[src/olsd_pkg.sv]
/*
 * Shared constants and types for the eight-channel low-side switch serial port:
 * register map, status bit layout, protection timing.
 * Assumes a 25 MHz system clock; the package itself holds no logic.
 */
`default_nettype none
package olsd_pkg;
    localparam int unsigned CH_NUM          = 8;
    localparam int unsigned AXI_AW          = 5;

    // register byte addresses
    localparam logic [4:0]  ADDR_IRQ_STATUS = 5'h00;
    localparam logic [4:0]  ADDR_IRQ_CLEAR  = 5'h04;
    localparam logic [4:0]  ADDR_IRQ_ENABLE = 5'h08;
    localparam logic [4:0]  ADDR_CONTROL    = 5'h0C;
    localparam logic [4:0]  ADDR_LATCH      = 5'h10;
    localparam logic [4:0]  ADDR_SENSE      = 5'h14;

    // status bit positions
    localparam int unsigned IRQ_FRAME_DONE  = 0;
    localparam int unsigned IRQ_FAULT_CLR   = 1;
    localparam int unsigned IRQ_FRAME_ODD   = 2;
    localparam int unsigned IRQ_NUM         = 3;

    localparam int unsigned CTRL_PROT_EN    = 0;
    localparam logic [0:0]  CTRL_RESET      = 1'h1;

    localparam logic [1:0]  RESP_OKAY       = 2'h0;
    localparam logic [1:0]  RESP_SLVERR     = 2'h2;

    // fault clear delay window after select rises
    localparam int unsigned CLK_PERIOD_NS   = 40;
    localparam int unsigned FAULT_MIN_NS    = 75000;
    localparam int unsigned FAULT_MAX_NS    = 250000;
    localparam int unsigned FAULT_MIN_CYC   = (FAULT_MIN_NS + CLK_PERIOD_NS - 1) / CLK_PERIOD_NS;
    localparam int unsigned FAULT_MAX_CYC   = FAULT_MAX_NS / CLK_PERIOD_NS;
    localparam int unsigned FAULT_CNT_W     = 13;

    localparam int unsigned BIT_CNT_W       = 3;

    // serial pins as seen by the block, after synchronisation
    typedef struct packed {
        logic select_n;
        logic shift_clock;
        logic serial_in;
    } olsd_pins_s;
endpackage : olsd_pkg
`default_nettype wire

[src/olsd_port.sv]
/*
 * Serial control and diagnostic port of an eight-channel low-side switch,
 * with an AXI4-Lite register slave and a level interrupt.
 * Assumes the serial pins and the output sense bits are asynchronous to aclk
 * and that the serial clock runs far slower than aclk (edges are found by sampling).
 */
// Decided for this implementation: the register offsets and register access over AXI4-Lite.
// Behaviour
// - reset clears shift register, latch and outputs
// - select rising copies inverted shift register to latch
// - select falling loads sense bits into shifter
// - serial_out driven only while select is low
// - sense bit one when pin voltage high
// - command bit one means channel off
// - shift clock rising presents next bit
// - shift clock falling samples serial_in
// - channel seven first, channel zero last
// - fault clears latch 75 to 250 us
// - on channel with high pin is faulted
// - any bit count passes through for chaining
// - first rising edge shows channel seven sense
`default_nettype none
module olsd_port
    import olsd_pkg::*;
#(
    parameter int unsigned FAULT_MAX_CYCLES = FAULT_MAX_CYC  // latest fault clear, in aclk cycles
) (
    input  wire logic                    aclk,          // system clock, 25 MHz
    input  wire logic                    aresetn,       // synchronous reset, active low
    input  wire logic [AXI_AW-1:0]       s_awaddr,      // write address
    input  wire logic [2:0]              s_awprot,      // unused protection bits
    input  wire logic                    s_awvalid,     // write address valid
    output var  logic                    s_awready,     // write address ready
    input  wire logic [31:0]             s_wdata,       // write data
    input  wire logic [3:0]              s_wstrb,       // write byte strobes
    input  wire logic                    s_wvalid,      // write data valid
    output var  logic                    s_wready,      // write data ready
    output var  logic [1:0]              s_bresp,       // write response
    output var  logic                    s_bvalid,      // write response valid
    input  wire logic                    s_bready,      // write response ready
    input  wire logic [AXI_AW-1:0]       s_araddr,      // read address
    input  wire logic [2:0]              s_arprot,      // unused protection bits
    input  wire logic                    s_arvalid,     // read address valid
    output var  logic                    s_arready,     // read address ready
    output var  logic [31:0]             s_rdata,       // read data
    output var  logic [1:0]              s_rresp,       // read response
    output var  logic                    s_rvalid,      // read data valid
    input  wire logic                    s_rready,      // read data ready
    input  wire logic                    select_n,      // serial select pin, active low
    input  wire logic                    shift_clock,   // serial clock pin
    input  wire logic                    serial_in,     // serial data pin in
    output var  logic                    serial_out,    // serial data pin out
    output var  logic                    serial_out_oe_n, // serial out enable, low while driving
    input  wire logic [CH_NUM-1:0]       out_sense,     // 1 while output pin is above threshold
    output var  logic [CH_NUM-1:0]       drive_on,      // 1 turns channel stage on
    output var  logic                    irq            // level interrupt, active high
);
    import olsd_pkg::*;

    // pin synchronisers: stage one feeds stage two only
    olsd_pins_s        pin_s1_reg, pin_s2_reg, pin_s3_reg;
    olsd_pins_s        pin_s1_next, pin_s2_next, pin_s3_next;
    logic [CH_NUM-1:0] sense_s1_reg, sense_s2_reg;
    logic [CH_NUM-1:0] sense_s1_next, sense_s2_next;

    always_comb begin
        pin_s1_next   = '{select_n: select_n, shift_clock: shift_clock, serial_in: serial_in};
        pin_s2_next   = pin_s1_reg;
        pin_s3_next   = pin_s2_reg;
        sense_s1_next = out_sense;
        sense_s2_next = sense_s1_reg;
    end

    always_ff @(posedge aclk) begin
        if (!aresetn) begin
            pin_s1_reg   <= '{select_n: 1'b1, shift_clock: 1'b0, serial_in: 1'b0};
            pin_s2_reg   <= '{select_n: 1'b1, shift_clock: 1'b0, serial_in: 1'b0};
            pin_s3_reg   <= '{select_n: 1'b1, shift_clock: 1'b0, serial_in: 1'b0};
            sense_s1_reg <= '0;
            sense_s2_reg <= '0;
        end else begin
            pin_s1_reg   <= pin_s1_next;
            pin_s2_reg   <= pin_s2_next;
            pin_s3_reg   <= pin_s3_next;
            sense_s1_reg <= sense_s1_next;
            sense_s2_reg <= sense_s2_next;
        end
    end

    logic sel_fall, sel_rise, sclk_rise, sclk_fall, selected;
    assign selected  = !pin_s2_reg.select_n;
    assign sel_fall  = pin_s3_reg.select_n && !pin_s2_reg.select_n;
    assign sel_rise  = !pin_s3_reg.select_n && pin_s2_reg.select_n;
    assign sclk_rise = !pin_s3_reg.shift_clock && pin_s2_reg.shift_clock;
    assign sclk_fall = pin_s3_reg.shift_clock && !pin_s2_reg.shift_clock;

    // serial shifter, latch and fault timer
    logic [CH_NUM-1:0]      shreg_reg, shreg_next;
    logic [CH_NUM-1:0]      latch_reg, latch_next;
    logic [CH_NUM-1:0]      drive_reg, drive_next;
    logic                   sdo_reg, sdo_next;
    logic                   sdo_oe_n_reg, sdo_oe_n_next;
    logic [BIT_CNT_W-1:0]   bits_reg, bits_next;
    logic [FAULT_CNT_W-1:0] since_reg, since_next;
    logic                   prot_en_reg;
    logic                   fault_armed;
    logic [CH_NUM-1:0]      fault_hit;
    logic                   ev_done, ev_fault, ev_odd;

    // the window opens at the least delay; with the pin still high the channel clears at once
    assign fault_armed = since_reg >= FAULT_CNT_W'(FAULT_MIN_CYC);
    assign fault_hit   = (prot_en_reg && fault_armed && !sel_rise) ? (latch_reg & sense_s2_reg) : '0;
    assign ev_done     = sel_rise;
    assign ev_fault    = |fault_hit;
    assign ev_odd      = sel_rise && (bits_reg != '0);

    always_comb begin
        shreg_next    = shreg_reg;
        latch_next    = latch_reg & ~fault_hit;
        sdo_next      = sdo_reg;
        sdo_oe_n_next = !selected;
        bits_next     = bits_reg;
        since_next    = since_reg;
        if (since_reg < FAULT_CNT_W'(FAULT_MAX_CYCLES)) begin
            since_next = since_reg + FAULT_CNT_W'(1);
        end
        if (sel_fall) begin
            shreg_next = sense_s2_reg;
            bits_next  = '0;
        end else if (selected && sclk_rise) begin
            sdo_next = shreg_reg[CH_NUM-1];
        end else if (selected && sclk_fall) begin
            shreg_next = {shreg_reg[CH_NUM-2:0], pin_s2_reg.serial_in};
            bits_next  = bits_reg + BIT_CNT_W'(1);
        end
        if (sel_rise) begin
            latch_next = ~shreg_reg;
            since_next = '0;
        end
        drive_next = latch_next;
    end

    always_ff @(posedge aclk) begin
        if (!aresetn) begin
            shreg_reg    <= '0;
            latch_reg    <= '0;
            drive_reg    <= '0;
            sdo_reg      <= 1'b0;
            sdo_oe_n_reg <= 1'b1;
            bits_reg     <= '0;
            since_reg    <= '0;
        end else begin
            shreg_reg    <= shreg_next;
            latch_reg    <= latch_next;
            drive_reg    <= drive_next;
            sdo_reg      <= sdo_next;
            sdo_oe_n_reg <= sdo_oe_n_next;
            bits_reg     <= bits_next;
            since_reg    <= since_next;
        end
    end

    assign serial_out      = sdo_reg;
    assign serial_out_oe_n = sdo_oe_n_reg;
    assign drive_on        = drive_reg;

    // register slave: address and data may arrive in either order
    logic              aw_rdy_reg, aw_rdy_next, w_rdy_reg, w_rdy_next;
    logic              bvalid_reg, bvalid_next, ar_rdy_reg, ar_rdy_next;
    logic              rvalid_reg, rvalid_next;
    logic [1:0]        bresp_reg, bresp_next, rresp_reg, rresp_next;
    logic [31:0]       rdata_reg, rdata_next, wdata_reg, wdata_next;
    logic [3:0]        wstrb_reg, wstrb_next;
    logic [AXI_AW-1:0] awaddr_reg, awaddr_next;
    logic [IRQ_NUM-1:0] status_reg, status_next, enable_reg, enable_next;
    logic              prot_en_next, irq_reg, irq_next;
    logic              do_write;
    logic [IRQ_NUM-1:0] clr_bits, ev_bits;

    assign do_write = !aw_rdy_reg && !w_rdy_reg && !bvalid_reg;
    assign ev_bits  = {ev_odd, ev_fault, ev_done};

    always_comb begin
        aw_rdy_next  = aw_rdy_reg;
        w_rdy_next   = w_rdy_reg;
        bvalid_next  = bvalid_reg;
        bresp_next   = bresp_reg;
        ar_rdy_next  = ar_rdy_reg;
        rvalid_next  = rvalid_reg;
        rresp_next   = rresp_reg;
        rdata_next   = rdata_reg;
        awaddr_next  = awaddr_reg;
        wdata_next   = wdata_reg;
        wstrb_next   = wstrb_reg;
        enable_next  = enable_reg;
        prot_en_next = prot_en_reg;
        clr_bits     = '0;
        if (s_awvalid && aw_rdy_reg) begin
            aw_rdy_next = 1'b0;
            awaddr_next = s_awaddr;
        end
        if (s_wvalid && w_rdy_reg) begin
            w_rdy_next = 1'b0;
            wdata_next = s_wdata;
            wstrb_next = s_wstrb;
        end
        if (do_write) begin
            bvalid_next = 1'b1;
            bresp_next  = RESP_OKAY;
            unique case (awaddr_reg)
                ADDR_IRQ_CLEAR:  if (wstrb_reg[0]) clr_bits = wdata_reg[IRQ_NUM-1:0];
                ADDR_IRQ_ENABLE: if (wstrb_reg[0]) enable_next = wdata_reg[IRQ_NUM-1:0];
                ADDR_CONTROL:    if (wstrb_reg[0]) prot_en_next = wdata_reg[CTRL_PROT_EN];
                ADDR_IRQ_STATUS, ADDR_LATCH, ADDR_SENSE: bresp_next = RESP_OKAY;
                default:         bresp_next = RESP_SLVERR;
            endcase
        end
        if (bvalid_reg && s_bready) begin
            bvalid_next = 1'b0;
            aw_rdy_next = 1'b1;
            w_rdy_next  = 1'b1;
        end
        if (s_arvalid && ar_rdy_reg) begin
            ar_rdy_next = 1'b0;
            rvalid_next = 1'b1;
            rresp_next  = RESP_OKAY;
            rdata_next  = '0;
            unique case (s_araddr)
                ADDR_IRQ_STATUS: rdata_next[IRQ_NUM-1:0] = status_reg;
                ADDR_IRQ_CLEAR:  rdata_next = '0;
                ADDR_IRQ_ENABLE: rdata_next[IRQ_NUM-1:0] = enable_reg;
                ADDR_CONTROL:    rdata_next[CTRL_PROT_EN] = prot_en_reg;
                ADDR_LATCH:      rdata_next[CH_NUM-1:0] = latch_reg;
                ADDR_SENSE:      rdata_next[CH_NUM-1:0] = sense_s2_reg;
                default:         rresp_next = RESP_SLVERR;
            endcase
        end
        if (rvalid_reg && s_rready) begin
            rvalid_next = 1'b0;
            ar_rdy_next = 1'b1;
        end
        // a new event outlives a clear written in the same cycle
        status_next = (status_reg & ~clr_bits) | ev_bits;
        irq_next    = |(status_next & enable_next);
    end

    always_ff @(posedge aclk) begin
        if (!aresetn) begin
            aw_rdy_reg  <= 1'b1;
            w_rdy_reg   <= 1'b1;
            bvalid_reg  <= 1'b0;
            bresp_reg   <= RESP_OKAY;
            ar_rdy_reg  <= 1'b1;
            rvalid_reg  <= 1'b0;
            rresp_reg   <= RESP_OKAY;
            rdata_reg   <= '0;
            awaddr_reg  <= '0;
            wdata_reg   <= '0;
            wstrb_reg   <= '0;
            status_reg  <= '0;
            enable_reg  <= '0;
            prot_en_reg <= CTRL_RESET[0];
            irq_reg     <= 1'b0;
        end else begin
            aw_rdy_reg  <= aw_rdy_next;
            w_rdy_reg   <= w_rdy_next;
            bvalid_reg  <= bvalid_next;
            bresp_reg   <= bresp_next;
            ar_rdy_reg  <= ar_rdy_next;
            rvalid_reg  <= rvalid_next;
            rresp_reg   <= rresp_next;
            rdata_reg   <= rdata_next;
            awaddr_reg  <= awaddr_next;
            wdata_reg   <= wdata_next;
            wstrb_reg   <= wstrb_next;
            status_reg  <= status_next;
            enable_reg  <= enable_next;
            prot_en_reg <= prot_en_next;
            irq_reg     <= irq_next;
        end
    end

    assign s_awready = aw_rdy_reg;
    assign s_wready  = w_rdy_reg;
    assign s_bvalid  = bvalid_reg;
    assign s_bresp   = bresp_reg;
    assign s_arready = ar_rdy_reg;
    assign s_rvalid  = rvalid_reg;
    assign s_rresp   = rresp_reg;
    assign s_rdata   = rdata_reg;
    assign irq       = irq_reg;
endmodule : olsd_port
`default_nettype wire

[config.mk]
export PLATFORM = sky130hd
export DESIGN_NAME = olsd_port
export DESIGN_NICKNAME = d
export VERILOG_FILES = /design/src/olsd_pkg.sv /design/src/olsd_port.sv
export SDC_FILE = /design/constraint.sdc
export NUM_CORES = 1
export LEC_CHECK = 0
export BUFFER_PORTS_ARGS = -buffer_cell sky130_fd_sc_hd__buf_2
export CAP_MARGIN = 10
export CELL_PAD_IN_SITES_DETAIL_PLACEMENT = 0
export CELL_PAD_IN_SITES_GLOBAL_PLACEMENT = 1
export CORE_ASPECT_RATIO = 1.1
export CORE_UTILIZATION = 40
export DETAILED_ROUTE_END_ITERATION = 6
export HOLD_SLACK_MARGIN = 0.1
export PLACE_DENSITY_LB_ADDON = 0.1
export SLEW_MARGIN = 20
export SYNTH_ARGS = -nofsm -noshare
export SYNTH_HDL_FRONTEND = slang
export SYNTH_SLANG_ARGS = --single-unit
[constraint.sdc]
create_clock -name aclk -period 4 [get_ports aclk]
set_input_delay 0.6 -clock aclk [delete_from_list [all_inputs] [get_ports aclk]]
set_output_delay 0.6 -clock aclk [all_outputs]
set_load 0.005 [all_outputs]
; ---- Word level (Yosys, flattened, before mapping)
; Index checks and enable logic that the tools add are counted.
[classes]
add_sub_neg = 2
n_reduce_logical = 40
bitwise_logic = 11
n_mux = 16
eq_ne = 11
magnitude_cmp = 2
[ops]
columns = op, count
row1 = 2-to-1 mux 8 bit, 5
row2 = "equality test 5 x 4 -> 1 bit, second input constant", 4
row3 = "equality test 5 bit, second input constant", 4
row4 = 2-to-1 mux 3 bit, 6
row5 = bitwise AND 8 bit, 2
row6 = logical AND 1 bit, 16
row7 = NOT 8 bit, 2
row8 = "adder 13 x 1 -> 13 bit, second input constant", 1
row9 = ">= comparator 13 x 11 -> 1 bit, second input constant", 1
row10 = "less-than comparator 13 bit, second input constant", 1
row11 = OR reduction 6 bit, 2
row12 = "equality test 5 x 3 -> 1 bit, second input constant", 2
row13 = logical NOT 5 bit, 2
row14 = case mux 5 bit (2 select lines), 1
row15 = logical NOT 1 bit, 8
row16 = case mux 2 bit (4 select lines), 1
row17 = OR reduction 2 bit, 4
row18 = OR reduction 8 bit, 1
row19 = bitwise AND 3 bit, 2
row20 = AND reduction 2 bit, 3
row21 = case mux 1 bit (5 select lines), 1
row22 = 2-to-1 mux 2 bit, 2
row23 = "adder 3 x 1 -> 3 bit, second input constant", 1
row24 = NOT 1 bit, 3
row25 = other kinds (7), 7
[word_totals]
out_inout_bits = 52
register_bits = 91

; ---- Depth between registers and ports, before layout
[logic_depth]
depth_word = 9
depth_mapped = 7
ltp_nobuf = 6

; ---- Worst setup path before layout
; OpenSTA, ideal clock, no wires.
[synth_timing]
path_kind = register to register
start = register aw_rdy_reg, in the netlist s_awready
end = register irq_reg, in the netlist irq
required_time_ps = 3874
n_path_buf = 2
arrival_ps = 1847
path_stages_with_launch = 8
synth_period_minus_slack_ps = 1973
setup_time_ps = 126
slack_ps = 2027
cell_sequence = dfxtp_1 -> buf_6 -> or3_1 -> buf_2 -> or4_4 -> mux2_4 -> o211ai_2 -> o211ai_2
[synth_between]
elab_chain_len = 9
elab_cells_between_ends = 10
cone_classes = mux (2) / bitwise (4) / reduce/logical (4)
[synth_rtl]
columns = element, line_no
row1 = "start, declared", olsd_port.sv:168  ; logic aw_rdy_reg, aw_rdy_next, w_rdy_reg, w_rdy_next;
row2 = "start signal, assigned", olsd_port.sv:265  ; aw_rdy_reg <= aw_rdy_next;
row3 = logical NOT 1 bit (*), olsd_port.sv:180  ; assign do_write = !aw_rdy_reg && !w_rdy_reg && !bvalid_reg;
row4 = logical AND 1 bit (*) (2 in a row), olsd_port.sv:180
row5 = 2-to-1 mux 3 bit, olsd_port.sv:207  ; if (do_write) begin
row6 = NOT 3 bit, olsd_port.sv:243  ; status_next = (status_reg & ~clr_bits) | ev_bits;
row7 = bitwise AND 3 bit, olsd_port.sv:243
row8 = bitwise OR 3 bit, olsd_port.sv:243
row9 = bitwise AND 3 bit (*), olsd_port.sv:244  ; irq_next = |(status_next & enable_next);
row10 = OR reduction 3 bit (*), olsd_port.sv:244
row11 = "end signal, assigned", olsd_port.sv:279  ; irq_reg <= irq_next;
row12 = "end, declared", olsd_port.sv:176  ; logic prot_en_next, irq_reg, irq_next;
; Mark *: on every way between the ends. The rest lies on a longest branch, timed or not.
; A chain may end at the register's enable or synchronous reset.

; ---- Final worst setup path
[layout_timing]
start = register since_reg[0]
end = register irq_reg, in the netlist irq
[layout_between]
elab_chain_len = 8
[layout_rtl]
columns = element, line_no
row1 = "start, declared", olsd_port.sv:104  ; logic [FAULT_CNT_W-1:0] since_reg, since_next;
row2 = "start signal, assigned", olsd_port.sv:159  ; since_reg <= since_next;
row3 = >= comparator 13 x 11 -> 1 bit, olsd_port.sv:111  ; assign fault_armed = since_reg >= FAULT_CNT_W'(FAULT_MIN_CYC);
row4 = logical AND 1 bit (2 in a row), olsd_port.sv:112  ; assign fault_hit = (prot_en_reg && fault_armed && !sel_rise) ? (latch_reg & sense_s2_reg) : '0;
row5 = 2-to-1 mux 8 bit, olsd_port.sv:112
row6 = OR reduction 8 bit, olsd_port.sv:114  ; assign ev_fault = |fault_hit;
row7 = bitwise OR 3 bit, olsd_port.sv:243
row8 = bitwise AND 3 bit, olsd_port.sv:244
row9 = OR reduction 3 bit, olsd_port.sv:244
; No other way between the ends.

==> qor.yml <==
grt.total_usage: 0.167
arrival_ns: 2.42
synth-seq-area-share: 0.464
antenna_cells: 0
hp-class: "register to register"
cp-end-kind: "register"
power_leakage_nw: 1.76
gp_congestion: 0.771
final.fill_count: 961
synth-async-reset-ratio: 0
busiest_layer: "met2"
relSlewSlack: 0.274
p_per_area_nw_per_um2: 392
grt_pass1_wl_um: 12900
status: "complete, no violations"
drv_slew: 0
synth-seq-cells: 89
slowest_stage: "o41a_1"
multi_input_area_um2: 1820
met1_usage: 0.230
hpwl_um: 5620
synth_cell_types: 48
largest_reg_flops: 13
drive_gt1_frac: 0.169
grt_max_degree: 36
crit_buf_inv: 0
critical-path-top-delay-family: "compound AO/OA/AOI/OAI gates"
drc: 0
grt_use_met3: 0.0320
die-width_um: 95.4
synthToLayoutAreaGrowth_pct: 11.4
cts_max_level: 3
nNetsFinal: 535
maxCapViolations: 0
hold_buffers: 0
power.total_w: 0.00167
final.period_utilization: 0.546
grt_pass1_vias: 2719
syn_area_um2: 3840
num_rows: 37
met2_usage: 0.252
vdd_drop_max_mv: 0.192
cp_slowest_stage_delay_ns: 0.52
worst_clock_skew_ns: 0.00947
die_h_um: 105
ys.flop_type: "dfxtp_1"
fin_area_um2: 4280
drtPass1Iterations: 4
io_pins: 122
numPortBuffers: 57
clk_path_buf_depth: 2
placed_area_um2: 4090
layout_commonest_cell: "dfxtp_1"
postCtsSetupBuffers: 0
core_um2: 9350
ys_warn_count: 0
worst_pin_slew_ns: 1.08
dieArea_um2: 9990
antenna_found_initial: 0
final_cell_mix: "89 x dfxtp_1, 57 x buf_2, 33 x nand2_1"
syn_area_per_cell_um2: 9.21
postSynthCellCount: 417
layout_min_cycle_time_ns: 2.19
start_util: 0.410
final-seq-area_um2: 1780
max_freq_mhz: 458
clkLatencyLatePin_ns: 0.35
vias: 2944
globalRouteOverflowTotal: 0
cts.sinks: 89
path_class: "register to register"
via_per_inst: 5.04
required_ns: 4.23
clk_transition_reported_paths_ns: 0.09
hold_violations: 0
antenna_left: 0
setup_viol: 0
drtIter0Drc: 111
cp_cell_sequence: "ha_1 > a2111oi_0 > nor3_1 > o41a_1 > a32oi_1 > o211ai_2"
synth_edf_count: 0
rrSetupSlack_ns: 1.81
fin_tns_setup_ns: 0
wl_per_cell_um: 13.4
rsz0062_at_grt: "false"
cts_tree: "built"
routed_wl_um: 7850
numCtsBuffers: 9
cts_resized: 0
cts-root-buf: "clkbuf_8"
path_max_fanout: 9
start_kind: "register"
==> metal layers <==
| layer | routed length, um | share of wire | vias to the layer above |
|---|---|---|---|
| met4 | 130 | 0.017 | 0 |
| met5 | 0 | 0 | - |
| met3 | 269 | 0.034 | 9 |
| met1 | 3910 | 0.50 | 1386 |
| met2 | 3540 | 0.45 | 51 |
| li1 | - | - | 1498 |
==> worst reg2reg max path, cell delays in order, from the launching register on <==
cell,delay [ns]
dfxtp_1,0.38
ha_1,0.30
a2111oi_0,0.32
nor3_1,0.09
o41a_1,0.52
a32oi_1,0.37
o211ai_2,0.11
==> through the flow <==
stage,setup WS [ns],instances,hold slack (ns),util
floorplan,2.03,442,0.386,-
global placement,1.68,568,0.391,0.437
detailed placement,1.68,568,0.397,0.437
CTS,1.80,584,0.418,0.457
global route,1.69,584,0.424,0.457
finish,1.81,584,0.412,0.457
==> kinds of logic (layout without fill, tap and decap cells) <==
family | count (synthesis) | count (layout) | synth area share
adders and majority gates | 3 | 3 | 0.00978
DFF | 89 | 89 | 0.464
AOI/OAI and AO/OA | 79 | 79 | 0.151
and+or+nand+nor | 157 | 157 | 0.216
other | 1 | 26 | 0.000977
xor gates and xnor gates | 7 | 7 | 0.0160
muxes | 19 | 19 | 0.0528
buffers and inverters | 62 | 87 | 0.0887
==> layout make-up <==
class                      count  share of cell area
multi-input combinational    291               0.425
sequential                    89               0.417
timing repair buffer          58              0.0685
clock buffer                  14              0.0357
tap                          117              0.0342
inverter                      13              0.0114
clock inverter                 2             0.00878
==> path summary, 6_finish.rpt <==
| path | start | end | cells after the start |
|---|---|---|---|
| worst max-delay path | since_reg[0]$_SDFFE_PP0N_ | irq$_SDFF_PN0_ | 6 |
| worst min register to register | pin_s1_reg[2]$_SDFF_PN1_ | sdo_oe_n_next$_SDFF_PN1_ | 1 |
| worst max register to register | since_reg[0]$_SDFFE_PP0N_ | irq$_SDFF_PN0_ | 6 |
| worst min-delay path | pin_s1_reg[2]$_SDFF_PN1_ | sdo_oe_n_next$_SDFF_PN1_ | 1 |
==> power breakdown <==
part / internal [W] / switching, W
Combinational: 0.0000544 / 0.0000652
Clock: 0.000308 / 0.000297
Sequential: 0.000920 / 0.0000302
Total: 0.00128 / 0.000392
==> cells in the mapped netlist, drive strengths merged, types with 6 or more instances <==
| master | number | area share |
|---|---|---|
| buf | 30 | 0.057 |
| nand2 | 33 | 0.032 |
| nand3 | 14 | 0.018 |
| a21oi | 12 | 0.016 |
| a21boi | 10 | 0.020 |
| clkbuf | 19 | 0.019 |
| nor3 | 8 | 0.010 |
| a221oi | 7 | 0.016 |
| a41o | 8 | 0.021 |
| or3 | 7 | 0.011 |
| and2 | 28 | 0.046 |
| a22oi | 6 | 0.012 |
| xnor2 | 6 | 0.014 |
| nor2 | 29 | 0.028 |
| nand2b | 8 | 0.013 |
| dfxtp | 89 | 0.46 |
| a211oi | 9 | 0.018 |
| o21ai | 12 | 0.016 |
| inv | 13 | 0.013 |
| nor3b | 13 | 0.025 |
| mux2i | 15 | 0.039 |
No activity file was read; power rests on OpenSTA's default activity.
